## src/core/etpc_pkg.sv

```systemverilog
// etpc_pkg: register map, field positions, reset values and types of the event timer
package etpc_pkg;

	// ********************************************************
	// register map (byte addresses, one 32-bit word each)
	// ********************************************************
	localparam logic [3:0] ADDR_MODE_CTL = 4'h0;
	localparam logic [3:0] ADDR_PRELOAD  = 4'h4;
	localparam logic [3:0] ADDR_IRQ_CTL  = 4'h8;
	localparam logic [3:0] ADDR_COUNT    = 4'hc;

	// ********************************************************
	// mode_ctl fields
	// ********************************************************
	localparam int MODE_HI     = 7;
	localparam int MODE_LO     = 6;
	localparam int RUN_POS     = 4;
	localparam int EDGE_POS    = 3;
	localparam int DIV_HI      = 2;
	localparam logic [7:0] MODE_CTL_WMASK = 8'hdf;
	localparam logic [7:0] MODE_CTL_RESET = 8'h08;

	// ********************************************************
	// irq_ctl fields
	// ********************************************************
	localparam int GIE_POS      = 0;
	localparam int OVF_ON_POS   = 1;
	localparam int TICK_ON_POS  = 2;
	localparam int OVF_FLAG_POS = 4;
	localparam int TICK_FLG_POS = 5;
	localparam logic [7:0] IRQ_CTL_WMASK = 8'h37;
	localparam logic [7:0] IRQ_CTL_RESET = 8'h00;
	localparam logic [7:0] PRELOAD_RESET = 8'h00;
	localparam logic [7:0] COUNT_RESET   = 8'h00;
	localparam logic [7:0] COUNT_FULL    = 8'hff;
	localparam logic [31:0] UNMAPPED_RD  = 32'h0000_0000;

	typedef enum logic [1:0] {
		ETPC_MODE_UNUSED = 2'h0,
		ETPC_MODE_EVENT  = 2'h1,
		ETPC_MODE_TIMER  = 2'h2,
		ETPC_MODE_PULSE  = 2'h3
	} etpc_mode_t;

	typedef enum logic [1:0] {
		ETPC_PW_IDLE,
		ETPC_PW_ARMED,
		ETPC_PW_COUNT
	} etpc_pw_state_t;

	typedef struct packed {
		logic [3:0]  address;
		logic        read;
		logic        write;
		logic [31:0] writedata;
		logic [3:0]  byteenable;
	} etpc_av_req_t;

endpackage : etpc_pkg

```

## src/core/etpc_prescaler.sv

```systemverilog
// etpc_prescaler: divides the low-speed oscillator and marks falling edges of the chosen tap
`timescale 1ns/1ps
`default_nettype none

module etpc_prescaler (
	input  wire logic       mclk,
	input  wire logic       rst_b,
	input  wire logic       low_speed_osc,
	input  wire logic [2:0] clk_div_sel,
	output var  logic       tick
);

	// ********************************************************
	// oscillator edge detection and divider
	// ********************************************************
	logic       osc_d;
	logic [6:0] div_cnt;
	logic [7:0] taps;
	logic [7:0] taps_d;
	logic       osc_fall;

	assign osc_fall = osc_d & ~low_speed_osc;
	assign taps     = {div_cnt, low_speed_osc};

	always_ff @(posedge mclk or negedge rst_b) begin
		if (!rst_b) begin
			osc_d   <= 1'b0;
			div_cnt <= 7'h00;
			taps_d  <= 8'h00;
		end else begin
			osc_d   <= low_speed_osc;
			taps_d  <= taps;
			if (osc_fall)
				div_cnt <= div_cnt + 7'h01;
		end
	end

	// counting happens on the high-to-low transition of the selected tap
	genvar gi;
	logic [7:0] tap_fall;
	generate
		for (gi = 0; gi < 8; gi++) begin : g_tap
			assign tap_fall[gi] = taps_d[gi] & ~taps[gi];
		end
	endgenerate

	assign tick = tap_fall[clk_div_sel];

endmodule : etpc_prescaler

`default_nettype wire

```

## src/core/etpc_top.sv

```systemverilog
// etpc_top: 8-bit timer / event counter / pulse width capture with Avalon-MM registers
// Functional notes
// - mode field: 01 event count, 10 timed count, 11 pulse capture, 00 unused
// - run_bit at bit 4 enables counting when one
// - event mode counts rising edges if edge_sel zero, falling if one
// - pulse mode: edge_sel one measures high pulse, zero measures low pulse
// - prescaler divides oscillator by two to the clk_div_sel power
// - eight-bit preload register, resets to zero
// - timed mode increments on each falling edge of prescaled clock
// - overflow sets request flag, reloads from preload, keeps counting
// - event counting continues in idle or sleep; overflow also wakes when the overflow flag was clear
// - pulse mode: run_bit only arms; counting starts on active edge
// - pulse mode: return to prior level stops count and clears run_bit
// - timed and event modes: run_bit changes only by software write
// - pulse mode counter is clocked by prescaled internal clock
// - irq_ctl bit 4 overflow flag, bit 5 tick flag, both writable
// - irq_ctl bit 0 global, bit 1 overflow, bit 2 tick enables
// - unimplemented bits read zero: irq_ctl 7,6,3 and mode_ctl 5
// - timed and event modes count up and overflow after all ones
// - preload write with run_bit clear also loads counter
// - count read returns count; counting held off during the read
// - finished measurement held until run_bit set again
`timescale 1ns/1ps
`default_nettype none

module etpc_top (
	input  wire logic        mclk,
	input  wire logic        rst_b,
	input  wire logic [3:0]  avs_address,
	input  wire logic        avs_read,
	input  wire logic        avs_write,
	input  wire logic [31:0] avs_writedata,
	input  wire logic [3:0]  avs_byteenable,
	output var  logic [31:0] avs_readdata,
	output var  logic        avs_waitrequest,
	input  wire logic        low_speed_osc,
	input  wire logic        ext_clk_pin,
	input  wire logic        tick_event,
	output var  logic        ovf_irq_req,
	output var  logic        tick_irq_req,
	output var  logic        wake_up
);

	// ********************************************************
	// bus decode
	// ********************************************************
	etpc_pkg::etpc_av_req_t req;
	logic                   acked;
	logic                   take;
	logic                   wr_mode;
	logic                   wr_pre;
	logic                   wr_irq;
	logic                   rd_cnt;

	assign req   = '{avs_address, avs_read, avs_write, avs_writedata, avs_byteenable};
	// one wait cycle: the request is taken on the edge where waitrequest is seen low
	assign take    = (req.read | req.write) & ~avs_waitrequest;
	assign wr_mode = take & req.write & req.byteenable[0]
		& (req.address == etpc_pkg::ADDR_MODE_CTL);
	assign wr_pre  = take & req.write & req.byteenable[0]
		& (req.address == etpc_pkg::ADDR_PRELOAD);
	assign wr_irq  = take & req.write & req.byteenable[0]
		& (req.address == etpc_pkg::ADDR_IRQ_CTL);
	// the whole read window, not just the taking edge, blocks counting
	assign rd_cnt  = req.read & (req.address == etpc_pkg::ADDR_COUNT);

	// ********************************************************
	// registers and counting state
	// ********************************************************
	logic [7:0]               mode_ctl;
	logic [7:0]               preload_value;
	logic [7:0]               irq_ctl;
	logic [7:0]               count;
	etpc_pkg::etpc_pw_state_t pw_state;
	etpc_pkg::etpc_pw_state_t next_pw_state;
	logic                     pin_s1;
	logic                     pin_s2;
	logic                     pin_s3;
	logic                     tick;
	logic                     ovf_irq_flag;
	logic                     tick_irq_flag;

	logic [1:0] op_mode_sel;
	logic       run_bit;
	logic       edge_sel;
	logic [2:0] clk_div_sel;
	assign op_mode_sel = mode_ctl[etpc_pkg::MODE_HI:etpc_pkg::MODE_LO];
	assign run_bit     = mode_ctl[etpc_pkg::RUN_POS];
	assign edge_sel    = mode_ctl[etpc_pkg::EDGE_POS];
	assign clk_div_sel = mode_ctl[etpc_pkg::DIV_HI:0];
	assign ovf_irq_flag  = irq_ctl[etpc_pkg::OVF_FLAG_POS];
	assign tick_irq_flag = irq_ctl[etpc_pkg::TICK_FLG_POS];

	etpc_prescaler u_presc (
		.mclk          (mclk),
		.rst_b         (rst_b),
		.low_speed_osc (low_speed_osc),
		.clk_div_sel   (clk_div_sel),
		.tick          (tick)
	);

	// ********************************************************
	// pin synchroniser and edge detection
	// ********************************************************
	logic pin_rise;
	logic pin_fall;
	assign pin_rise = pin_s2 & ~pin_s3;
	assign pin_fall = ~pin_s2 & pin_s3;

	logic is_event;
	logic is_timer;
	logic is_pulse;
	assign is_event = (op_mode_sel == etpc_pkg::ETPC_MODE_EVENT);
	assign is_timer = (op_mode_sel == etpc_pkg::ETPC_MODE_TIMER);
	assign is_pulse = (op_mode_sel == etpc_pkg::ETPC_MODE_PULSE);

	logic ev_edge;
	logic pw_start;
	logic pw_stop;
	assign ev_edge  = edge_sel ? pin_fall : pin_rise;
	assign pw_start = edge_sel ? pin_rise : pin_fall;
	assign pw_stop  = edge_sel ? pin_fall : pin_rise;

	// ********************************************************
	// pulse capture sequencer
	// ********************************************************
	always_comb begin
		next_pw_state = pw_state;
		unique case (pw_state)
			etpc_pkg::ETPC_PW_IDLE:
				if (is_pulse && run_bit)
					next_pw_state = etpc_pkg::ETPC_PW_ARMED;
			etpc_pkg::ETPC_PW_ARMED:
				if (!is_pulse || !run_bit)
					next_pw_state = etpc_pkg::ETPC_PW_IDLE;
				else if (pw_start)
					next_pw_state = etpc_pkg::ETPC_PW_COUNT;
			etpc_pkg::ETPC_PW_COUNT:
				if (!is_pulse || !run_bit || pw_stop)
					next_pw_state = etpc_pkg::ETPC_PW_IDLE;
			default:
				next_pw_state = etpc_pkg::ETPC_PW_IDLE;
		endcase
	end

	logic pw_done;
	assign pw_done = (pw_state == etpc_pkg::ETPC_PW_COUNT) & is_pulse & run_bit & pw_stop;

	// ********************************************************
	// counter step
	// ********************************************************
	logic cnt_step;
	logic ovf;
	assign cnt_step = run_bit & ~rd_cnt & (
		(is_timer & tick) |
		(is_event & ev_edge) |
		(is_pulse & tick & (pw_state == etpc_pkg::ETPC_PW_COUNT) & ~pw_stop));
	assign ovf = cnt_step & (count == etpc_pkg::COUNT_FULL);

	logic [7:0] next_count;
	assign next_count = ovf ? preload_value
		: cnt_step ? count + 8'h01
		: (wr_pre && !run_bit) ? req.writedata[7:0]
		: count;

	// software write of run_bit; hardware clears it only at end of a pulse
	logic [7:0] next_mode_ctl;
	assign next_mode_ctl = wr_mode ? (req.writedata[7:0] & etpc_pkg::MODE_CTL_WMASK)
		: pw_done ? (mode_ctl & ~(8'h01 << etpc_pkg::RUN_POS))
		: mode_ctl;

	// flag set wins over a simultaneous software clear
	logic [7:0] irq_wr;
	logic [7:0] next_irq_ctl;
	logic       tick_set;
	assign tick_set = tick_event & ~tick_irq_flag;
	assign irq_wr = wr_irq ? (req.writedata[7:0] & etpc_pkg::IRQ_CTL_WMASK)
		: irq_ctl;
	assign next_irq_ctl = irq_wr
		| ({7'h00, ovf} << etpc_pkg::OVF_FLAG_POS)
		| ({7'h00, tick_event} << etpc_pkg::TICK_FLG_POS);

	logic [31:0] rd_mux;
	assign rd_mux =
		(req.address == etpc_pkg::ADDR_MODE_CTL) ? {24'h0, mode_ctl} :
		(req.address == etpc_pkg::ADDR_PRELOAD)  ? {24'h0, preload_value} :
		(req.address == etpc_pkg::ADDR_IRQ_CTL)  ? {24'h0, irq_ctl} :
		(req.address == etpc_pkg::ADDR_COUNT)    ? {24'h0, count} :
		etpc_pkg::UNMAPPED_RD;

	// ********************************************************
	// state flip-flops
	// ********************************************************
	always_ff @(posedge mclk or negedge rst_b) begin
		if (!rst_b) begin
			mode_ctl        <= etpc_pkg::MODE_CTL_RESET;
			preload_value   <= etpc_pkg::PRELOAD_RESET;
			irq_ctl         <= etpc_pkg::IRQ_CTL_RESET;
			count           <= etpc_pkg::COUNT_RESET;
			pw_state        <= etpc_pkg::ETPC_PW_IDLE;
			pin_s1          <= 1'b0;
			pin_s2          <= 1'b0;
			pin_s3          <= 1'b0;
			acked           <= 1'b0;
			avs_readdata    <= 32'h0000_0000;
			avs_waitrequest <= 1'b1;
			ovf_irq_req     <= 1'b0;
			tick_irq_req    <= 1'b0;
			wake_up         <= 1'b0;
		end else begin
			pin_s1          <= ext_clk_pin;
			pin_s2          <= pin_s1;
			pin_s3          <= pin_s2;
			mode_ctl        <= next_mode_ctl;
			irq_ctl         <= next_irq_ctl;
			count           <= next_count;
			pw_state        <= next_pw_state;
			if (wr_pre)
				preload_value <= req.writedata[7:0];
			acked           <= take;
			avs_waitrequest <= ~((req.read | req.write) & avs_waitrequest & ~acked);
			if ((req.read | req.write) & avs_waitrequest & ~acked)
				avs_readdata <= rd_mux;
			ovf_irq_req  <= next_irq_ctl[etpc_pkg::GIE_POS]
				& next_irq_ctl[etpc_pkg::OVF_ON_POS] & next_irq_ctl[etpc_pkg::OVF_FLAG_POS];
			tick_irq_req <= next_irq_ctl[etpc_pkg::GIE_POS]
				& next_irq_ctl[etpc_pkg::TICK_ON_POS] & next_irq_ctl[etpc_pkg::TICK_FLG_POS];
			// wake when an overflow or tick event sets a clear request flag (not on a software write), enables ignored
			wake_up <= (ovf & ~ovf_irq_flag) | tick_set;
		end
	end

	// ********************************************************
	// assertions
	// ********************************************************
	property p_ovf_reload;
		@(posedge mclk) disable iff (!rst_b)
		ovf |=> (count == $past(preload_value)) && irq_ctl[etpc_pkg::OVF_FLAG_POS];
	endproperty
	a_ovf_reload: assert property (p_ovf_reload) else $error("overflow did not reload");

	property p_step;
		@(posedge mclk) disable iff (!rst_b)
		(cnt_step && count != etpc_pkg::COUNT_FULL) |=> count == $past(count) + 8'h01;
	endproperty
	a_step: assert property (p_step) else $error("count did not step");

	property p_stopped;
		@(posedge mclk) disable iff (!rst_b)
		(!run_bit && !wr_pre) |=> count == $past(count);
	endproperty
	a_stopped: assert property (p_stopped) else $error("count moved while stopped");

	property p_read_hold;
		@(posedge mclk) disable iff (!rst_b)
		(rd_cnt && !wr_pre) |=> count == $past(count);
	endproperty
	a_read_hold: assert property (p_read_hold) else $error("count moved during read");

	property p_run_kept;
		@(posedge mclk) disable iff (!rst_b)
		(!is_pulse && !wr_mode && run_bit) |=> run_bit;
	endproperty
	a_run_kept: assert property (p_run_kept) else $error("run bit cleared by hardware");

	property p_pw_end;
		@(posedge mclk) disable iff (!rst_b)
		(pw_done && !wr_mode) |=> !run_bit && pw_state == etpc_pkg::ETPC_PW_IDLE;
	endproperty
	a_pw_end: assert property (p_pw_end) else $error("pulse end did not clear run");

	property p_armed_idle;
		@(posedge mclk) disable iff (!rst_b)
		(pw_state == etpc_pkg::ETPC_PW_ARMED && is_pulse) |-> !cnt_step;
	endproperty
	a_armed_idle: assert property (p_armed_idle) else $error("counted before active edge");

	property p_preload_load;
		@(posedge mclk) disable iff (!rst_b)
		(wr_pre && !run_bit) |=> count == $past(req.writedata[7:0]);
	endproperty
	a_preload_load: assert property (p_preload_load) else $error("stopped preload lost");

	property p_rsvd;
		@(posedge mclk) disable iff (!rst_b)
		(irq_ctl[7:6] == 2'h0) && !irq_ctl[3] && !mode_ctl[5];
	endproperty
	a_rsvd: assert property (p_rsvd) else $error("reserved bit set");

	property p_ack;
		@(posedge mclk) disable iff (!rst_b)
		$rose(req.read | req.write) |=> !avs_waitrequest;
	endproperty
	a_ack: assert property (p_ack) else $error("bus answer late");

	c_ovf:   cover property (@(posedge mclk) disable iff (!rst_b) ovf);
	c_pw:    cover property (@(posedge mclk) disable iff (!rst_b) pw_done);
	c_event: cover property (@(posedge mclk) disable iff (!rst_b) is_event && cnt_step);
	c_wake:  cover property (@(posedge mclk) disable iff (!rst_b) wake_up);

endmodule : etpc_top

`default_nettype wire

```

## config.mk

```make
export PLATFORM = sky130hd
export DESIGN_NAME = etpc_top
export DESIGN_NICKNAME = d
export VERILOG_FILES = /design/src/core/etpc_pkg.sv /design/src/core/etpc_prescaler.sv /design/src/core/etpc_top.sv
export SDC_FILE = /design/constraint.sdc
export NUM_CORES = 1
export LEC_CHECK = 0
export BUFFER_PORTS_ARGS = -buffer_cell sky130_fd_sc_hd__clkbuf_2
export CORE_ASPECT_RATIO = 1.5
export CORE_MARGIN = 2
export CORE_UTILIZATION = 49
export CTS_BUF_LIST = sky130_fd_sc_hd__clkbuf_4
export DETAILED_ROUTE_END_ITERATION = 12
export PLACE_DENSITY_LB_ADDON = 0.3
export RECOVER_POWER = 50
export SLEW_MARGIN = 20
export SYNTH_ARGS = -nofsm -noshare
export SYNTH_HDL_FRONTEND = slang
export SYNTH_SLANG_ARGS = --single-unit
```

## constraint.sdc

```tcl
create_clock -name mclk -period 1.7 [get_ports mclk]
set_input_delay 0.085 -clock mclk [delete_from_list [all_inputs] [get_ports mclk]]
set_output_delay 0.085 -clock mclk [all_outputs]
set_load 0.05 [all_outputs]
```

==> results of run 1 <==
## cell usage after synthesis, types with 3 or more instances
library cell  count  area, µm²
dfrtp_1          59       1480
buf_4            24        180
mux2_2           19        214
mux2i_1          17        170
nand3_1          13       65.1
nor2_1           13       48.8
nand2_1          12       45.0
o21ai_0          10       50.1
a22o_1            9       78.8
nand2b_1          7       43.8
inv_1             6       22.5
xnor2_1           5       43.8
clkbuf_1          4       15.0
mux4_2            4       90.1
nand4b_1          4       35.0
nor2b_1           4       25.0
o211ai_1          4       30.0
xor2_1            4       35.0
a211oi_1          3       22.5
a21oi_1           3       15.0
nand3b_1          3       22.5
nand4_1           3       18.8
## path summary, 6_finish.rpt
kind,end,slack (ns),depth (start not counted)
min in group asynchronous,avs_readdata[2]$_DFFE_PN0P_,0.33,2
max in group asynchronous,irq_ctl[1]$_DFF_PN0_,0.27,3
worst max-delay path,count[7]$_DFFE_PN0P_,-0.1,6
worst min-delay path,avs_readdata[1]$_DFFE_PN0P_,0.13,3
worst min register to register,pin_s2$_DFF_PN0_,0.36,0
worst max register to register,count[7]$_DFFE_PN0P_,-0.1,6
## flip-flops by register name (all words and copies together) (netlist names), 2 cells and up
name	flops
pw_state	2
u_presc.taps_d	8
count	8
preload_value	8
u_presc.div_cnt	7
mode_ctl	7
irq_ctl	5
avs_readdata	8
## report_power, final
group	internal (mW)	leakage [nW]	switching, mW
sequential	1.80	0.778	0.255
combinational	0.955	1.10	1.08
clock	0.299	0.0573	0.514
total	3.06	1.94	1.85
## worst max-delay path, stage by stage, from the launching register on
cell and delay, ns:
dfstp_2 0.57, and3b_2 0.23, o32ai_2 0.12, and3_4 0.20, buf_4 0.14, a311o_2 0.36
o211ai_1 0.10
## stage by stage
| step | TNS [ns] | total power, mW | hold slack [ns] | setup WS [ns] |
|---|---|---|---|---|
| after floorplan | -0.430 | 3.39 | -0.211 | -0.107 |
| after global placement | -0.550 | 4.01 | 0.0553 | -0.113 |
| after detailed placement | -0.906 | 4.09 | 0.0650 | -0.136 |
| after CTS | -0.799 | 4.98 | 0.0446 | -0.109 |
| after global routing | -2.69 | 5.22 | 0.131 | -0.206 |
| final | -0.801 | 4.91 | 0.135 | -0.0972 |
## logic make-up (layout without fill, tap and decap cells)
group / count (synthesis) / in the layout
AND/OR/NAND/NOR: 71 / 71
flip-flops: 61 / 61
AO/OA/AOI/OAI: 48 / 48
multiplexers: 41 / 41
buffers and inverters: 37 / 117
XOR/XNOR: 9 / 9
adder cells (fa/ha/maj): 2 / 2
other: 1 / 24
## cell type report
type,instances,area (µm²)
clock inverter,5,28.8
timing repair buffer,96,666
clock buffer,10,75.1
inverter,6,22.5
fill,517,2220
sequential,61,1530
tap,74,92.6
multi-input combinational,195,1580
## timing repair
item,4_1_cts,5_1_grt
resized for setup,8,1
setup buffers,0,0
pin swaps,6,2
hold endpoints to repair,41,0
hold buffers,14,0
endpoints found under the setup margin,11,11
## layer usage
metal  track usage, %  vias up  wire length, µm
met5                0        -                0
met3             4.30       19              246
met4             11.8        0              233
met1             23.2     1190             2710
li1                 -     1161                -
met2             39.9       61             3970
==> results.toml, run 1 <==
[yosys]
synthDistinctLibCells = 54
syn_inst = 270
synthesis.area_um2 = 3180
synth_xor_area_share_pct = 2.48
synth-edff-count = 0
synth_top_family_by_area = "multiplexers"
synth-main-ff-cell = "dfrtp_1"
synthAdderAreaFrac_pct = 0.788
synth_seq_cells = 61
synth-simple-area-share_pct = 12.9
synth_mux_area_share_pct = 15.8
synth-compound-area-share_pct = 12.5
synth-seq-area-share_pct = 48.1
async_flop_share_pct = 100
yosysWarnings = 0
avgSynthCellArea_um2 = 11.8

[floorplan]
start_util_pct = 51.1
std_cell_rows = 35
die_y_um = 103
coreArea_um2 = 6220
ios = 83
die-area_um2 = 7150
die_w_um = 69.7

[sta]
max_slew_margin_pct = 36.7
hold_viol_final = 0
min_period_ns = 1.80
tightest_slew_ns = 0.949
finalMaxSlewViolations = 0
max_freq_ghz = 0.556
rsz0062_at_grt = "true"
final.setup_skew_ns = 0.0152
setup_viol = 11
worst_slack_ns = -0.0972
fin_crit_sh_pct = 106

[power]
p_leak_nw = 1.94
powerDensity_nw_per_um2 = 1230
ir_drop_v = 0.000848

[cells_and_area]
n_antenna_cell = 0
finalNetCount = 418
area_growth_pct = 25.8
final_area_um2 = 4000
layout_common_cells = "dfrtp_1, buf_4, clkbuf_2"
layout_commonest_cell = "dfrtp_1"
drive_gt1_share_pct = 34.9
layout.cells.non_filler = 447
finish.utilization_pct = 64.3

[critical_path]
r2r-start = "mode_ctl[3]$_DFFE_PN1P_"
critPathMaxFanout = 4
cp.required_ns = 2.02
start_kind = "register"
startpoint = "mode_ctl[3]$_DFFE_PN1P_"
crit_arrival_ns = 2.12
end_kind = "register"
path_class = "register to register"

[routing]
via_count = 2431
drc = 0
antenna_left = 0
wire_per_inst_um = 16.0
wirelength_um = 7170
drtIter0Drc = 81
routed_via_density = 5.44
firstDrtPassIters = 4

[cts]
numCtsBuffers = 9
cts_tree = "done"
clkLatencyLatePin_ns = 0.41
clockBufferDepth = 2
htree_levels = 3
cts.sinks = 61
path_clk_slew_ns = 0.10
root_buffer = "clkbuf_4"

[global_routing]
grt-ovfl-total = 0
track_usage_pct = 21.5
grt_pass1_wl_um = 11800
grt_max_degree = 45
antenna_found_initial = 0
grt_pass1_vias = 2465

[placement]
dp.cells = 418
dp_hpwl_um = 5310
gp_congestion = 0.905
portBuffers = 31
placed_area_um2 = 3750

[status]
violations = "negative setup slack"
outcome = "complete, but fails checks"

[job]
maxCapViolCount = 0

[hold_path]
hp-start = "avs_address[1]"
hold_class = "input pin to register"
Power figures use the tool's default switching activity.
==> run 2: changes to the inputs <==
--- a/config.mk
+++ b/config.mk
@@ -6,7 +6,7 @@
 export NUM_CORES = 1
 export LEC_CHECK = 0
 export BUFFER_PORTS_ARGS = -buffer_cell sky130_fd_sc_hd__clkbuf_2
-export CORE_ASPECT_RATIO = 1.5
+export CORE_ASPECT_RATIO = 0.8
 export CORE_MARGIN = 2
 export CORE_UTILIZATION = 49
 export CTS_BUF_LIST = sky130_fd_sc_hd__clkbuf_4
==> results.toml, run 2 (same netlist as run 1, synthesis figures left out) <==
[status]
outcome = "complete, but fails checks"
violations = "negative setup slack"

[critical_path]
start_kind = "register"
startpoint = "mode_ctl[0]$_DFFE_PN0P_"
reg2reg_slack_ns = -0.18
critical_path.endpoint = "irq_ctl[4]$_DFF_PN0_"
reg2reg_to = "irq_ctl[4]$_DFF_PN0_"
path_class = "register to register"
cp.required_ns = 2.04
worst-r2r-cell-count = 6
end_kind = "register"
critPathMaxFanout = 4
crit_arrival_ns = 2.21
r2r-start = "mode_ctl[0]$_DFFE_PN0P_"

[job]
maxCapViolCount = 0

[cells_and_area]
n_antenna_cell = 0
finalNetCount = 422
area_growth_pct = 31.4
final_area_um2 = 4170
layout.cells.non_filler = 462
layout_common_cells = "dfrtp_1, buf_4, clkbuf_2"
drive_gt1_share_pct = 38.6
layout_commonest_cell = "dfrtp_1"

[global_routing]
track_usage_pct = 22.6
grt_pass1_vias = 2405
grt-ovfl-total = 0
antenna_found_initial = 0
grt_max_degree = 62
grt_pass1_wl_um = 12100

[placement]
dp_hpwl_um = 5170
portBuffers = 31
gp_congestion = 0.811
dp.cells = 427
placed_area_um2 = 3760
dp_slack_ns = -0.148

[cts]
clkLatencyLatePin_ns = 0.43
root_buffer = "clkbuf_4"
htree_levels = 3
path_clk_slew_ns = 0.11
cts_tree = "done"
numCtsBuffers = 9
clockBufferDepth = 2
cts.sinks = 61

[sta]
fin_crit_sh_pct = 110
hold_viol_final = 0
rsz0062_at_grt = "true"
setup_viol = 11
final.setup_skew_ns = 0.00953
finalMaxSlewViolations = 0
worst_slack_ns = -0.176
max_freq_ghz = 0.533
tightest_slew_ns = 0.827
max_slew_margin_pct = 44.9
final.setup.tns_ns = -1.20
min_period_ns = 1.88

[hold_path]
hold_class = "input pin to register"

[floorplan]
start_util_pct = 50.1
coreArea_um2 = 6340
die-area_um2 = 7140
ios = 83
die_w_um = 94.0
std_cell_rows = 26
die_y_um = 76.0

[routing]
routed_via_density = 5.27
drc = 0
drtIter0Drc = 146
firstDrtPassIters = 4
antenna_left = 0
wirelength_um = 7520
via_count = 2434
wire_per_inst_um = 16.3

[power]
p_leak_nw = 2.02
powerDensity_nw_per_um2 = 1320
ir_drop_v = 0.000685
p_total_mw = 5.50
[run 2: cell types whose count changed in the layout (fill, tap and decap cells not counted), moves of 2 or more]
cell	delta
clkbuf_1	-8
buf_4	+5
buf_6	+5
bufinv_16	+2
clkinv_1	-2
clkinv_2	+2
[run 2: worst max-delay path, cell delays in order, from the launching register on]
cell       delay [ns]
dfrtp_1          0.43
or3b_1           0.38
a32oi_2          0.26
a2bb2oi_4        0.23
buf_4            0.16
a31oi_4          0.11
o21ai_0          0.20
[run 2: final cells by class]
class                      count  area (µm²)
tap                           84         105
clock buffer                  11        82.6
fill                         492        2170
clock inverter                 5        75.1
multi-input combinational    196        1630
timing repair buffer          99         734
sequential                    61        1530
inverter                       6        22.5
[run 2: what timing repair did]
action,CTS,global route
endpoints found under the setup margin,11,12
pin swaps,10,5
hold endpoints to repair,91,0
hold buffers,14,0
buffers inserted,4,1
gates cloned,1,0
resized for setup,10,9
[run 2: through the flow]
stage / hold WS, ns / util, %
after global placement: 0.122 / 59.3
after global routing: 0.115 / 65.8
final: 0.119 / 65.8
after floorplan: -0.211 / -
after detailed placement: 0.126 / 59.3
after CTS: 0.0865 / 65.4
[run 2: worst min-delay path by stage]
| stage | from | end | slack (ns) | depth (start not counted) |
|---|---|---|---|---|
| 3_5_place_dp | rst_b | u_presc.taps_d[7]$_DFF_PN0_ | 0.13 | 2 |
| 4_1_cts | low_speed_osc | u_presc.div_cnt[0]$_DFFE_PN0N_ | 0.09 | 4 |
| 2_1_floorplan | rst_b | acked$_DFF_PN0_ | -0.21 | 0 |
| 3_3_place_gp | rst_b | u_presc.div_cnt[5]$_DFFE_PN0N_ | 0.12 | 2 |
| 6_report | avs_address[1] | avs_readdata[4]$_DFFE_PN0P_ | 0.12 | 3 |
| 5_1_grt | avs_address[1] | avs_readdata[4]$_DFFE_PN0P_ | 0.11 | 3 |
[run 2: per-layer routing]
layer  track usage, %  part of all wire [%]
met1             32.8                    49
met2             31.3                    43
met4             8.41                   1.2
met5                0                     0
met3             8.01                   7.5
[run 2: report_power, final]
part           internal (mW)  switching, mW
Sequential              1.80          0.249
Clock                  0.622          0.547
Combinational           1.08           1.20
Total                   3.50           1.99
